### src/hostport_pkg.sv
/*
 * Shared constants for the host port strap and decode block.
 * Assumes a single 10 MHz system clock and synchronous ISA-side inputs.
 */
package hostport_pkg;
  localparam int unsigned CLK_HZ = 10_000_000;
  localparam int unsigned DRIVE_HIGH_NS = 100;
  localparam int unsigned DRIVE_HIGH_CYC_RAW = (DRIVE_HIGH_NS * (CLK_HZ / 1_000_000)) / 1000;
  localparam int unsigned DRIVE_HIGH_CYC = (DRIVE_HIGH_CYC_RAW < 1) ? 1 : DRIVE_HIGH_CYC_RAW;
  localparam logic [15:0] INTERNAL_IDX_ADDR = 16'h03E0;
  localparam logic [15:0] INTERNAL_DATA_ADDR = 16'h03E1;
  localparam logic [7:0] WINDOW_UPPER_ZERO = 8'h00;
  localparam logic [7:0] RANGE_SPAN = 8'h40;
  localparam logic [7:0] RANGE_TOP_LAST = 8'hEF;
  localparam logic [7:0] GLOBAL_CTRL_INDEX = 8'h1E;
  localparam int unsigned PWRDN_BIT = 0;
  localparam int unsigned IFSTAT_VDET_BIT = 7;
  localparam int unsigned GPI_EN_BIT = 2;
  localparam int unsigned IRQ_PULSE_CYC = 2;
  typedef enum logic [1:0] {
    DRV_IDLE = 2'b00,
    DRV_LOW = 2'b01,
    DRV_HIGH = 2'b10
  } drive_state_t;
endpackage : hostport_pkg

### src/isa_host_port.sv
/*
 * ISA host port of a two-slot card controller: strap capture at reset,
 * register decode, window qualification, ready drivers, voltage-detect input.
 * Assumes all ISA inputs are synchronous to clk_sys_i.
 */
// Contract
// - Speaker, ring and irq pins are inputs during reset drive; levels latched.
// - Two-strap: ring gives device bit, speaker gives slot bit, low means one.
// - One-strap: speaker low sets device bit; slots take bits zero and one.
// - Irq strap high selects internal decode, low selects external decode.
// - Internal decode: chip select low and address 03E0h or 03E1h.
// - Window access needs SA23 to SA16 all zero, never chip select.
// - Chip select level gates power-down when global control bit zero set.
// - Reset only while power-good low and reset drive high.
// - Ready lines driven high at most one clock before tri-state.
// - LA23 to LA17 are half-latched by BALE; BALE may stay high.
// - AEN high marks a DMA cycle.
// - Card memory access only while refresh is high.
// - Timing derives from the system clock.
// - Any change of the enabled general input raises an interrupt.
// - Status bit seven shows the inverted voltage-detect input.
// - In disk mode IRQ12 can drive an activity LED.
`timescale 1ns/1ps
module isa_host_port
  import hostport_pkg::*;
#(
  parameter bit TWO_STRAP = 1'b1
) (
  input wire logic clk_sys_i,
  input wire logic rst_n_i,
  input wire logic reset_drive_i,
  input wire logic power_ok_in_i,
  input wire logic speaker_out_strap_i,
  input wire logic ring_out_strap_i,
  input wire logic irq_out_strap_i,
  input wire logic speaker_level_i,
  input wire logic ring_level_i,
  input wire logic irq_level_i,
  output logic speaker_out_strap_o,
  output logic speaker_out_strap_oe_o,
  output logic ring_out_strap_o,
  output logic ring_out_strap_oe_o,
  output logic irq_out_strap_o,
  output logic irq_out_strap_oe_o,
  input wire logic cs_n_i,
  input wire logic [15:0] sa_i,
  input wire logic [23:16] sa_hi_i,
  input wire logic [23:17] la_i,
  input wire logic bale_i,
  input wire logic aen_i,
  input wire logic refresh_n_i,
  input wire logic ior_n_i,
  input wire logic iow_n_i,
  input wire logic memr_n_i,
  input wire logic memw_n_i,
  input wire logic [7:0] sd_i,
  input wire logic [7:0] index_i,
  input wire logic slot_sel_i,
  input wire logic pwrdn_en_i,
  input wire logic wait_req_i,
  input wire logic zero_ws_req_i,
  input wire logic voltage_detect_gp_input_i,
  input wire logic gp_input_irq_enable_i,
  input wire logic disk_interface_mode_i,
  input wire logic activity_i,
  output logic chip_reset_o,
  output logic internal_decode_o,
  output logic device_bit_o,
  output logic slot_bit_o,
  output logic reg_index_sel_o,
  output logic reg_data_sel_o,
  output logic [7:0] index_reg_o,
  output logic index_in_range_o,
  output logic io_window_ok_o,
  output logic mem_access_ok_o,
  output logic dma_cycle_o,
  output logic [23:17] la_latched_o,
  output logic power_down_o,
  output logic iochrdy_o,
  output logic iochrdy_oe_o,
  output logic zerows_n_o,
  output logic zerows_n_oe_o,
  output logic gp_irq_o,
  output logic irq12_o,
  output logic [7:0] if_status_o
);
  logic in_reset;
  logic prev_reset;
  logic cfg_device;
  logic cfg_slot;
  logic cfg_internal;
  logic gp_prev;
  logic [1:0] irq_cnt;
  logic [7:0] range_base;
  logic addr_hit;
  logic next_in_range;
  logic [23:17] next_la;

  // Reset qualifier: power-good low and reset drive high
  assign in_reset = !power_ok_in_i && reset_drive_i;

  always_ff @(posedge clk_sys_i) begin
    if (!rst_n_i) begin
      chip_reset_o <= 1'b1;
      prev_reset <= 1'b1;
    end else begin
      chip_reset_o <= in_reset;
      prev_reset <= in_reset;
    end
  end

  // Straps sampled while reset is held; the last value before release sticks
  always_ff @(posedge clk_sys_i) begin
    if (!rst_n_i) begin
      cfg_device <= 1'b0;
      cfg_slot <= 1'b0;
      cfg_internal <= 1'b1;
    end else if (in_reset) begin
      if (TWO_STRAP) begin
        cfg_device <= !ring_out_strap_i;
        cfg_slot <= !speaker_out_strap_i;
      end else begin
        cfg_device <= !speaker_out_strap_i;
        cfg_slot <= slot_sel_i;
      end
      cfg_internal <= irq_out_strap_i;
    end else if (!TWO_STRAP) begin
      cfg_slot <= slot_sel_i;
    end
  end

  // Strap pins float as inputs during reset, drive afterwards
  always_ff @(posedge clk_sys_i) begin
    if (!rst_n_i) begin
      speaker_out_strap_oe_o <= 1'b0;
      ring_out_strap_oe_o <= 1'b0;
      irq_out_strap_oe_o <= 1'b0;
      speaker_out_strap_o <= 1'b1;
      ring_out_strap_o <= 1'b1;
      irq_out_strap_o <= 1'b1;
    end else begin
      speaker_out_strap_oe_o <= !in_reset;
      ring_out_strap_oe_o <= !in_reset;
      irq_out_strap_oe_o <= !in_reset;
      speaker_out_strap_o <= speaker_level_i;
      ring_out_strap_o <= ring_level_i;
      irq_out_strap_o <= irq_level_i;
    end
  end

  // Control register decode; external mode relies on the system's chip select
  always_comb begin
    if (cfg_internal) begin
      addr_hit = !cs_n_i && (sa_i[15:1] == INTERNAL_IDX_ADDR[15:1]);
    end else begin
      addr_hit = !cs_n_i;
    end
  end

  assign range_base = {cfg_device, cfg_slot, 6'h00};
  assign next_in_range = (index_i >= range_base) && (index_i <= range_base + (RANGE_SPAN - 8'h01))
    && (index_i <= RANGE_TOP_LAST);

  // Index register on the low port, data on the high port
  always_ff @(posedge clk_sys_i) begin
    if (!rst_n_i) begin
      reg_index_sel_o <= 1'b0;
      reg_data_sel_o <= 1'b0;
      index_reg_o <= 8'h00;
      index_in_range_o <= 1'b0;
    end else begin
      reg_index_sel_o <= addr_hit && !aen_i && !sa_i[0];
      reg_data_sel_o <= addr_hit && !aen_i && sa_i[0];
      if (addr_hit && !aen_i && !sa_i[0] && !iow_n_i) begin
        index_reg_o <= sd_i;
      end
      index_in_range_o <= next_in_range;
    end
  end

  // Latch upper address while BALE is high, hold it after
  assign next_la = bale_i ? la_i : la_latched_o;

  always_ff @(posedge clk_sys_i) begin
    if (!rst_n_i) begin
      la_latched_o <= 7'h00;
      io_window_ok_o <= 1'b0;
      mem_access_ok_o <= 1'b0;
      dma_cycle_o <= 1'b0;
    end else begin
      la_latched_o <= next_la;
      io_window_ok_o <= (sa_hi_i == WINDOW_UPPER_ZERO) && !aen_i
        && !(ior_n_i && iow_n_i);
      mem_access_ok_o <= refresh_n_i && !aen_i && !(memr_n_i && memw_n_i);
      dma_cycle_o <= aen_i;
    end
  end

  // Power-down follows chip select when enabled in global control
  always_ff @(posedge clk_sys_i) begin
    if (!rst_n_i) begin
      power_down_o <= 1'b0;
    end else begin
      power_down_o <= pwrdn_en_i && cs_n_i;
    end
  end

  ready_release u_iochrdy (
    .clk_sys_i(clk_sys_i),
    .rst_n_i(rst_n_i),
    .hold_low_i(wait_req_i),
    .pin_o(iochrdy_o),
    .pin_oe_o(iochrdy_oe_o)
  );

  ready_release u_zerows (
    .clk_sys_i(clk_sys_i),
    .rst_n_i(rst_n_i),
    .hold_low_i(zero_ws_req_i),
    .pin_o(zerows_n_o),
    .pin_oe_o(zerows_n_oe_o)
  );

  // Change on the general input gives a fixed-width pulse counted on the clock
  always_ff @(posedge clk_sys_i) begin
    if (!rst_n_i) begin
      gp_prev <= 1'b1;
      irq_cnt <= 2'h0;
      gp_irq_o <= 1'b0;
    end else begin
      gp_prev <= voltage_detect_gp_input_i;
      if (gp_input_irq_enable_i && (gp_prev != voltage_detect_gp_input_i)) begin
        irq_cnt <= 2'(IRQ_PULSE_CYC);
      end else if (irq_cnt != 2'h0) begin
        irq_cnt <= irq_cnt - 2'h1;
      end
      gp_irq_o <= (gp_input_irq_enable_i && (gp_prev != voltage_detect_gp_input_i))
        || (irq_cnt > 2'h1);
    end
  end

  // Status byte and LED use of IRQ12 in disk mode
  always_ff @(posedge clk_sys_i) begin
    if (!rst_n_i) begin
      if_status_o <= 8'h00;
      irq12_o <= 1'b0;
      internal_decode_o <= 1'b1;
      device_bit_o <= 1'b0;
      slot_bit_o <= 1'b0;
    end else begin
      if_status_o <= {!voltage_detect_gp_input_i, 7'h00};
      irq12_o <= disk_interface_mode_i ? activity_i : gp_irq_o;
      internal_decode_o <= cfg_internal;
      device_bit_o <= cfg_device;
      slot_bit_o <= cfg_slot;
    end
  end

  AST_STRAP_FLOAT: assert property (@(posedge clk_sys_i) disable iff (!rst_n_i)
    in_reset |=> !speaker_out_strap_oe_o && !ring_out_strap_oe_o && !irq_out_strap_oe_o)
    else $error("strap pin driven during reset");
  AST_DECODE_MODE: assert property (@(posedge clk_sys_i) disable iff (!rst_n_i)
    in_reset ##1 !in_reset |=> internal_decode_o == $past(irq_out_strap_i, 2))
    else $error("decode mode not taken from strap");
  AST_INT_DECODE: assert property (@(posedge clk_sys_i) disable iff (!rst_n_i)
    (cfg_internal && cs_n_i) |=> !reg_index_sel_o && !reg_data_sel_o)
    else $error("register select without chip select");
  AST_WINDOW: assert property (@(posedge clk_sys_i) disable iff (!rst_n_i)
    (sa_hi_i != 8'h00) |=> !io_window_ok_o)
    else $error("window access with upper address set");
  AST_RESET_QUAL: assert property (@(posedge clk_sys_i) disable iff (!rst_n_i)
    power_ok_in_i |=> !chip_reset_o)
    else $error("reset while power good high");
  AST_REFRESH: assert property (@(posedge clk_sys_i) disable iff (!rst_n_i)
    !refresh_n_i |=> !mem_access_ok_o)
    else $error("memory access during refresh");
  AST_GP_IRQ: assert property (@(posedge clk_sys_i) disable iff (!rst_n_i)
    (gp_input_irq_enable_i && $changed(voltage_detect_gp_input_i)) |-> ##[1:2] gp_irq_o)
    else $error("no interrupt on input change");
  AST_VDET: assert property (@(posedge clk_sys_i) disable iff (!rst_n_i)
    1'b1 |=> if_status_o[7] == !$past(voltage_detect_gp_input_i))
    else $error("status bit seven not inverted input");
  AST_LED: assert property (@(posedge clk_sys_i) disable iff (!rst_n_i)
    disk_interface_mode_i |=> irq12_o == $past(activity_i))
    else $error("irq12 not following activity in disk mode");
endmodule : isa_host_port

### src/ready_release.sv
/*
 * Open-drain ready line driver: pulls low on request, then on release drives
 * high for a bounded time before tri-stating.
 * Assumes the pull-up on the bus holds the line once undriven.
 */
`timescale 1ns/1ps
module ready_release
  import hostport_pkg::*;
#(
  parameter int unsigned HIGH_CYC = DRIVE_HIGH_CYC
) (
  input wire logic clk_sys_i,
  input wire logic rst_n_i,
  input wire logic hold_low_i,
  output logic pin_o,
  output logic pin_oe_o
);
  drive_state_t state;

  initial begin
    // The high drive is one fixed cycle; no other length can be served
    if (HIGH_CYC != 1) $error("HIGH_CYC must be 1");
  end

  // High drive lasts one cycle; longer would break the one-period bound
  always_ff @(posedge clk_sys_i) begin
    if (!rst_n_i) begin
      state <= DRV_IDLE;
    end else begin
      case (state)
        DRV_IDLE: if (hold_low_i) state <= DRV_LOW;
        DRV_LOW: if (!hold_low_i) state <= DRV_HIGH;
        DRV_HIGH: state <= hold_low_i ? DRV_LOW : DRV_IDLE;
        default: state <= DRV_IDLE;
      endcase
    end
  end

  // Pin value from the request alone; enable from the request or the low state
  always_ff @(posedge clk_sys_i) begin
    if (!rst_n_i) begin
      pin_o <= 1'b1;
      pin_oe_o <= 1'b0;
    end else begin
      pin_o <= !(hold_low_i);
      pin_oe_o <= hold_low_i || (state == DRV_LOW);
    end
  end

  AST_HIGH_ONE_CYCLE: assert property (@(posedge clk_sys_i) disable iff (!rst_n_i)
    (pin_oe_o && pin_o) |=> !(pin_oe_o && pin_o))
    else $error("ready line driven high for more than one cycle");
endmodule : ready_release
### config.mk
export PLATFORM = sky130hd
export DESIGN_NAME = isa_host_port
export DESIGN_NICKNAME = d
export VERILOG_FILES = /design/src/hostport_pkg.sv /design/src/isa_host_port.sv /design/src/ready_release.sv
export SDC_FILE = /design/constraint.sdc
export NUM_CORES = 1
export LEC_CHECK = 0
export BUFFER_PORTS_ARGS = -buffer_cell sky130_fd_sc_hd__buf_2
export CORE_MARGIN = 2
export CORE_UTILIZATION = 42
export CTS_CLUSTER_SIZE = 20
export DETAILED_ROUTE_END_ITERATION = 10
export HOLD_SLACK_MARGIN = 0.02
export PLACE_DENSITY = 0.84
export SYNTH_ARGS = -nofsm -noshare
export SYNTH_HDL_FRONTEND = slang
export SYNTH_SLANG_ARGS = --single-unit
### constraint.sdc
create_clock -name clk_sys_i -period 1.4 [get_ports clk_sys_i]
set_input_delay 0 -clock clk_sys_i [delete_from_list [all_inputs] [get_ports clk_sys_i]]
set_output_delay 0 -clock clk_sys_i [all_outputs]
set_load 0.02 [all_outputs]
==> results list, run 1 <==
- Total inserted antenna cells: 0
* Critical path's top delay family: buffers and inverters
- After synthesis the netlist holds a flip-flop and latch count of 47.
- Clock latency on the worst-skew pair, taken at its later pin, is about 290 ps.
- Number of max-cap violations: 0
- The netlist uses 38 different library cells.
- Flip-flop cell with the highest count after synthesis: sky130_fd_sc_hd__dfxtp_1
- For this run, asynchronously set or reset flops after synthesis account for 0%.
* Post-route antenna net violation count: 0
- After the first detailed-routing iteration, the DRC count stood at 89.
* Global-route wire length before repair: 7.80 mm
* Via Count: around 1.8k
- The analysis attributes to cell leakage a power of around 1.4 nW.
- Critical path peak fanout: 8
* Dominant combinational cell family by area after synthesis: simple AND/OR/NAND/NOR gates
- Grt total ovfl: 0
- Synth Area per Inst: roughly 11 µm²
- Summing all placed instances gives a cell area of about 2500 µm².
- At the end of the flow the core is filled with cells to 67.3%.
- Sequential elements use 49.7% of the synthesized area.
- Final wirelength: 4.83 mm
- Initial core utilization: 43.4%
- Area growth from synthesis to layout: 54.8%
* Synthesized-area fraction occupied by adder cells: 1.98%
* Core region area: 4350 µm²
- Count of endpoints failing hold in the final timing report: 0
- Least setup slack across all paths after layout: between 60 and 70 ps
- The post-route netlist has between 40% and 50% of its cells at a drive strength greater than 1.
- Hold Crit Class: input port to flop
- The largest single stage delay on the critical path is between 500 and 600 ps.
* CTS root buffer: sky130_fd_sc_hd__clkbuf_8
* Power per cell area: slightly below 1000 nW/µm²
* Maximum clock skew at final layout: approximately 6.3 ps
* Final instance area: between 2000 and 3000 µm²
- After synthesis, the largest area contributor takes up between 40 and 50% of total cell area.
* Number of global-route vias before repair: about 1.7k
- The H-tree was split into 2 levels.
* Number of placed instances, taps included: ~340
* Global router's overall resource usage: 19.4%
- The cell area that synthesis handed to floorplanning was 1890 µm².
* Run status: finished, final reports clean
- Setup violators final: 0
- Counting flops with a built-in enable in the synthesized netlist gives 0.
- Synthesis handed over a netlist of around 180 instances.
* Post-DR wirelength/cell: between 10 and 15 µm
* Top post-synthesis cells by area: sky130_fd_sc_hd__dfxtp_1 50%, sky130_fd_sc_hd__nor2b_1 5.3%, sky130_fd_sc_hd__mux2i_1 4.2%
- For this design, the slowest cell found on the critical path is sky130_fd_sc_hd__dlygate4sd3_1.
* Post-route fraction of the period consumed by the critical path: 95.6%
- Buffer levels on the longest clock path: 2
- Post-Synth Simple-Gate Area: 25.2%
- Leaving out fill and tap cells, the most frequent cell in the layout is sky130_fd_sc_hd__buf_2.
* Worst path bufs/invs: 3
* Post-placement worst setup slack: 243 ps
- Critical path class: input port to flop
* Clock tree from TritonCTS: built
- Counting the buffers created by CTS gives 5.
- Total DRC errors in the routed layout: 0
- Type of element capturing the critical path: flop
- The initial antenna violation count is 0.
* Worst Hold Margin: 28.4 ps
- Traced cell by cell, the critical path runs through dlygate4sd3_1, buf_2, nor4_4, buf_6, and2b_1, a31oi_1, a21boi_1.
- Die Outline Area: approximately 5100 µm²
* Number of nets in the final layout: 402
- After clock tree synthesis, the clock-pin slew on the worst setup and hold paths is 90 ps.
- Critical path arrival: ~1500 ps
- The smallest clock period supported by the final layout is computed as 1340 ps.
* Maximum number of pins on one net before global-route repair: 21
- Based on the critical path, the design can be clocked at up to 747 MHz.
- STA classifies the critical path startpoint as an input port.
* Total of warnings raised by yosys: 0
- Data on the critical path is required at its endpoint by between 1500 and 2000 ps.
* Clk sink count: 47
* Setup slack of the most critical reg-to-reg path: around 240 ps
* Cell taking the most area after synthesis: sky130_fd_sc_hd__dfxtp_1
- Final Max Slew Viols: 0
* XOR/XNOR Fraction of Synth Area: less than 1%
- Measured along the y axis, the die boundary spans around 71 µm.
* Number of primary I/O pins: 119
* Number of placement rows: 24
* Floorplan die width: between 70 and 80 µm
- Post-DP HPWL: ~3.1 mm
* Final RePlAce weighted congestion: between 0.7 and 0.8
- Number of fill cells: 347
* Synth Area in Compound Gates: between 10 and 15%
* IR drop worst, VDD: 0.000649 V
- Buffers placed on the I/O ports in this run total 110.
* Top library cells by usage in the layout, fill and taps aside: 111 x sky130_fd_sc_hd__buf_2, 47 x sky130_fd_sc_hd__dfxtp_1, 34 x sky130_fd_sc_hd__dlygate4sd3_1
- Final std cells w/o fill: approximately 380
- Iteration count of the initial detailed-routing pass: 4
- Using the TritonRoute via totals, the vias-per-cell ratio works out to 4.83.
- Multiplexer cells account for 4.23% of the synthesized area.
metrics by stage:
| stage | power (mW) | setup TNS [ps] |
|---|---|---|
| finish | 2.81 | 0 |
| global route | 2.95 | -4.51 |
| CTS | 2.83 | 0 |
| detailed placement | 1.87 | 0 |
| global placement | 1.86 | 0 |
| floorplan | 1.70 | 0 |
worst register-to-register path, stage by stage, from the launching register on:
cell and delay [ps]:
sky130_fd_sc_hd__dfxtp_1 340, sky130_fd_sc_hd__ha_1 300, sky130_fd_sc_hd__nand4_1 100, sky130_fd_sc_hd__o22ai_1 120, sky130_fd_sc_hd__nand4_1 110, sky130_fd_sc_hd__a21oi_1 130
sequential cells by signal (all words and copies together), names as in the netlist, 2 cells and up:
signal and flops:
u_iochrdy.state 2, irq_cnt 2, index_reg_o 8, u_zerows.state 2, la_latched_o 7
path summary, 6_finish.rpt:
check	from	to	cells past startpoint
max	sa_i[0]	index_reg_o[7]	7
min	sa_hi_i[22]	io_window_ok_o	3
max reg2reg	cfg_slot	index_in_range_o	5
min reg2reg	u_iochrdy.state[0]	u_iochrdy.state[0]	1
logic make-up (layout without fill, tap and decap cells):
logic type,after synthesis,after routing
compound gates,29,29
xor+xnor,1,1
fa+ha+maj,3,3
buf+inv,22,164
flops,47,47
mux,8,8
other cells,1,7
simple gates,68,68
per-layer routing:
metal / wire, µm / vias up / global-route usage (%)
li1: - / 907 / -
met1: 1910 / 831 / 22.6
met2: 2460 / 80 / 34.5
met3: 318 / 14 / 4.99
met4: 136 / 0 / 6.71
met5: 0 / - / 0
synthesized netlist by cell type (2+ instances only):
cell type and n:
sky130_fd_sc_hd__buf_4 9, sky130_fd_sc_hd__and2b_1 6, sky130_fd_sc_hd__nor2_1 2, sky130_fd_sc_hd__and4bb_2 2, sky130_fd_sc_hd__mux2i_1 8, sky130_fd_sc_hd__nor2b_1 16, sky130_fd_sc_hd__dfxtp_1 47, sky130_fd_sc_hd__a31oi_1 8
sky130_fd_sc_hd__nor3_1 2, sky130_fd_sc_hd__o211a_1 2, sky130_fd_sc_hd__or4_1 3, sky130_fd_sc_hd__nand4_1 4, sky130_fd_sc_hd__nand3b_1 8, sky130_fd_sc_hd__nand2b_1 4, sky130_fd_sc_hd__a21boi_1 8, sky130_fd_sc_hd__a21oi_1 3
sky130_fd_sc_hd__and2_1 4, sky130_fd_sc_hd__clkbuf_1 4, sky130_fd_sc_hd__inv_1 6, sky130_fd_sc_hd__buf_2 2, sky130_fd_sc_hd__o21a_1 3, sky130_fd_sc_hd__and3_1 2, sky130_fd_sc_hd__and3b_1 2, sky130_fd_sc_hd__ha_1 3
sky130_fd_sc_hd__nand2_1 8
report_power, final:
group / internal [mW] / leakage [nW] / total (mW) / switching, mW
registers: 1.40 / 0.386 / 1.42 / 0.0256
clock network: 0.449 / 0.0505 / 0.890 / 0.440
logic: 0.255 / 1.00 / 0.499 / 0.244
final cells by class:
| class | instances | area, µm² | area share [%] |
|---|---|---|---|
| timing repair buffer | 150 | 937 | 32.0 |
| sequential | 47 | 941 | 32.1 |
| clock inverter | 1 | 7.51 | 0.256 |
| tap | 52 | 65.1 | 2.22 |
| inverter | 6 | 22.5 | 0.769 |
| multi-input combinational | 116 | 860 | 29.3 |
| clock buffer | 7 | 96.3 | 3.29 |
what timing repair did:
| item | CTS | global route |
|---|---|---|
| hold buffers | 34 | 1 |
| setup buffers | 0 | 1 |
| setup endpoints to repair | 0 | 8 |
| resized for setup | 0 | 2 |
| endpoints found under the hold margin | 38 | 1 |
Note: power is estimated with default switching activity, not from simulation.
==> inputs of run 2 (changes only) <==
Settings changed: CELL_PAD_IN_SITES_DETAIL_PLACEMENT set to 1, CELL_PAD_IN_SITES_GLOBAL_PLACEMENT set to 1, CORE_UTILIZATION 42 to 30, HOLD_SLACK_MARGIN 0.02 to 0.06.
==> run 2 against run 1 <==
Against the previous run: maximum frequency decreased by 0.35%; clock skew decreased by 1.6 ps; final cell count up 6.9%; wire length increased by 17%; first-iteration DRC count down 71%; via count is 0.16% lower; flip-flop and latch count is the same; clock power increased by 31%; sequential power hardly changed.
==> results list, run 2 (synthesis gave the netlist of run 1 again) <==
- Power per cell area: 1030 nW/µm² (was 961 nW/µm²)
- Type of element capturing the critical path: flop (unchanged)
- Drt via density: 4.52 (was 4.83)
- The number of H-tree branching levels is 2 (unchanged).
- CP startpoint kind: input port (unchanged)
- The vertical die dimension is 83.4 µm (was 71.1 µm).
- Iteration count of the initial detailed-routing pass: 4 (unchanged)
- The commonest non-fill, non-tap cell in the layout is sky130_fd_sc_hd__buf_2 (unchanged).
* Setup slack of the most critical reg-to-reg path: 200 ps (was 240 ps)
- The post-placement worst setup slack was 199 ps (was 243 ps).
* Starting DRT DRC Count: 26 (was 89)
- Number of max-cap violations: 0 (unchanged)
- The final cell utilization of the core was 50.3% (was 67.3%).
- The reg-to-reg critical path startpoint was cfg_slot (unchanged).
- The CTS tree is built (unchanged).
- The effective utilization at floorplan was 31.6% (was 43.4%).
- The final cell count without fillers is 405 (was 379).
- The number of vias after detailed routing was 1,829 (was 1,832).
- Number of placement rows: 28 (was 24)
- The net total in the final layout came to 405 (was 402).
- The overall die width is 83.4 µm (was 71.1 µm).
- The number of cells on the worst hold path came to 2 (was 3).
- Buffer levels on the longest clock path: 2 (unchanged)
* Static Leakage: 1.47 nW (was 1.44 nW)
- The highest achievable clock rate came to 744 MHz (was 747 MHz).
- The global placer's final weighted congestion was 0.681 (was 0.753).
- Antenna violations before repair: 0 (unchanged)
- Worst path bufs/invs: 3 (unchanged)
* Global router's overall resource usage: 16.2% (was 19.4%)
* Total DRC errors in the routed layout: 0 (unchanged)
- The area growth from synthesis to layout came to 59.1% (was 54.8%).
- The count of endpoints failing setup in the final report is 0 (unchanged).
- The sink of the worst hold path was irq_out_strap_o (was io_window_ok_o).
- Critical path arrival: 1580 ps (was 1530 ps)
- The maximum number of pins on one net before global-route repair came to 21 (unchanged).
- Clk sink count: 47 (unchanged)
* Grt total ovfl: 0 (unchanged)
* Critical path peak fanout: 1 (was 8)
- Number of placed instances, taps included: 358 (was 335)
- The slowest library cell on the worst path was sky130_fd_sc_hd__dlygate4sd3_1 (unchanged).
- The core footprint was 5990 µm² (was 4350 µm²).
* Number of buffers added by the clock tree synthesis step: 5 (unchanged)
- The post-detailed-route count of antenna-violating nets came to 0 (unchanged).
- Run status: finished, final reports clean (unchanged).
- Hold Crit Start: rst_n_i (was sa_hi_i[22])
* Least setup slack across all paths after layout: 56.4 ps (was 61.0 ps)
- Number of global-route vias before repair: 2,035 (was 1,701)
* Port bufs: 110 (unchanged)
* Die Outline Area: 6960 µm² (was 5060 µm²)
* IR drop worst, VDD: 0.000660 V (was 0.000649 V)
- Post-route fraction of the period consumed by the critical path: 96.0% (was 95.6%)
* Sequential standard cell area: 941 µm² (unchanged)
- Maximum clock skew at final layout: 4.72 ps (was 6.27 ps)
- The number of cells on the worst reg-to-reg path is 5 (unchanged).
* Largest registers in the final layout: index_reg_o: 8 flops, la_latched_o: 7 flops (unchanged)
* Max reg flops: 8 (unchanged)
* Hold Crit Class: input port to flop (unchanged)
- Start point of the critical path: ior_n_i (was sa_i[0])
* Reg with most FFs: index_reg_o (unchanged)
* Post-DR wirelength/cell: 14.0 µm (was 12.7 µm)
* Critical Path, Cell by Cell: dlygate4sd3_1, buf_2, a2111oi_2, dlygate4sd3_1 (was dlygate4sd3_1, buf_2, nor4_4, buf_6, and2b_1, a31oi_1, a21boi_1)
- The insertion delay to the later sink of the worst-skew pair came to 290 ps (about the same).
- Final Max Slew Viols: 0 (unchanged)
* Critical path's top delay family: buffers and inverters (unchanged)
- Slew HR: 64.4%
* Share of final-layout standard cells stronger than drive strength 1: 39.7% (was 40.1%)
* Setup TNS: 0 ps (unchanged)
- The wire length of the first global-routing pass came to 9.18 mm (was 7.80 mm).
- Top library cells by usage in the layout, fill and taps aside: 110 x sky130_fd_sc_hd__buf_2, 47 x sky130_fd_sc_hd__dfxtp_1, 37 x sky130_fd_sc_hd__dlygate4sd3_1 (was 111 x sky130_fd_sc_hd__buf_2, 47 x sky130_fd_sc_hd__dfxtp_1, 34 x sky130_fd_sc_hd__dlygate4sd3_1).
* Combined area of the multi-input logic cells: 847 µm² (was 860 µm²)
- The category of the most critical setup path is input port to flop (unchanged).
* Number of fill cells: 708 (was 347)
- Slew of the pin with the lowest slew margin: around 530 ps
- Top cell by count, worst path: sky130_fd_sc_hd__dlygate4sd3_1
* Clock slew at the register clock pins of the worst setup and hold paths: 90 ps (about the same)
- The longest individual stage delay on the worst path came to 600 ps (was 550 ps).
* CTS root buffer: sky130_fd_sc_hd__clkbuf_8 (unchanged)
- Data required time at the worst endpoint: 1640 ps (was 1590 ps)
* Endpoint of the worst-slack reg-to-reg timing path: index_in_range_o (unchanged)
- The antenna cell count was 0 (unchanged).
- Count of endpoints failing hold in the final timing report: 0 (unchanged)
- Post-DP HPWL: 4.04 mm (was 3.14 mm)
* Minimum clock period: 1340 ps (about the same)
- The total I/O pin count is 119 (unchanged).
- The routed wire length came to 5.67 mm (was 4.83 mm).
run 2: cell types whose count changed in the layout (fill, tap and decap cells not counted):
cell / previous run / this run
sky130_fd_sc_hd__dlygate4sd3_1: 34 / 37
sky130_fd_sc_hd__bufinv_16: 0 / 2
sky130_fd_sc_hd__clkbuf_8: 7 / 5
sky130_fd_sc_hd__a2111oi_2: 0 / 1
sky130_fd_sc_hd__a2111oi_4: 1 / 0
sky130_fd_sc_hd__buf_2: 111 / 110
sky130_fd_sc_hd__buf_4: 4 / 5
run 2: where the power goes:
part / total, mW / internal [mW] / switching [mW]
Combinational: 0.509 / 0.259 / 0.250
Sequential: 1.43 / 1.40 / 0.0260
Clock: 1.17 / 0.712 / 0.460
Total: 3.11 / 2.37 / 0.737
run 2: per-stage QoR:
| step | cell area (µm²) | total power [mW] | hold WS, ps |
|---|---|---|---|
| final | 3010 | 3.11 | 49.0 |
| after global routing | 3010 | 3.26 | 75.8 |
| after CTS | 2990 | 3.15 | 61.3 |
| after detailed placement | 2480 | 1.89 | 186 |
| after global placement | 2480 | 1.87 | 179 |
| after floorplan | 1910 | 1.70 | 71.4 |
run 2: per-layer routing:
| layer | track usage (%) | vias up | share of wire (%) |
|---|---|---|---|
| li1 | - | 909 | - |
| met1 | 15.4 | 845 | 37 |
| met2 | 32.3 | 63 | 55 |
| met3 | 5.27 | 12 | 5.6 |
| met4 | 5.13 | 0 | 2.3 |
| met5 | 0 | - | 0 |
run 2: layout make-up:
class                           count  share of cell area [%]
Clock inverter                      3                    2.24
Tap cell                           75                    3.12
Inverter                            6                   0.748
Timing Repair Buffer              153                    32.2
Clock buffer                        5                    2.29
Sequential cell                    47                    31.3
Multi-Input combinational cell    116                    28.1
run 2: how the worst max path moves through the flow:
stage / end / cells after the start
floorplan: index_reg_o[0] / 5
global placement: index_reg_o[7] / 6
detailed placement: index_reg_o[7] / 5
CTS: index_reg_o[1] / 7
global route: index_reg_o[7] / 7
finish: io_window_ok_o / 4
run 2: worst reg2reg max path, delay by kind of cell, from the launching register on:
kind,cells,cell delay (ps)
DFF,1,340
adders and majority gates,1,300
AOI/OAI and AO/OA,2,260
and+or+nand+nor,2,240
run 2: what timing repair did:
action | CTS | global route
endpoints found under the setup margin | 0 | 6
resized for setup | 0 | 1
setup buffers | 0 | 2
hold endpoints to repair | 38 | 0
hold buffers | 37 | 0
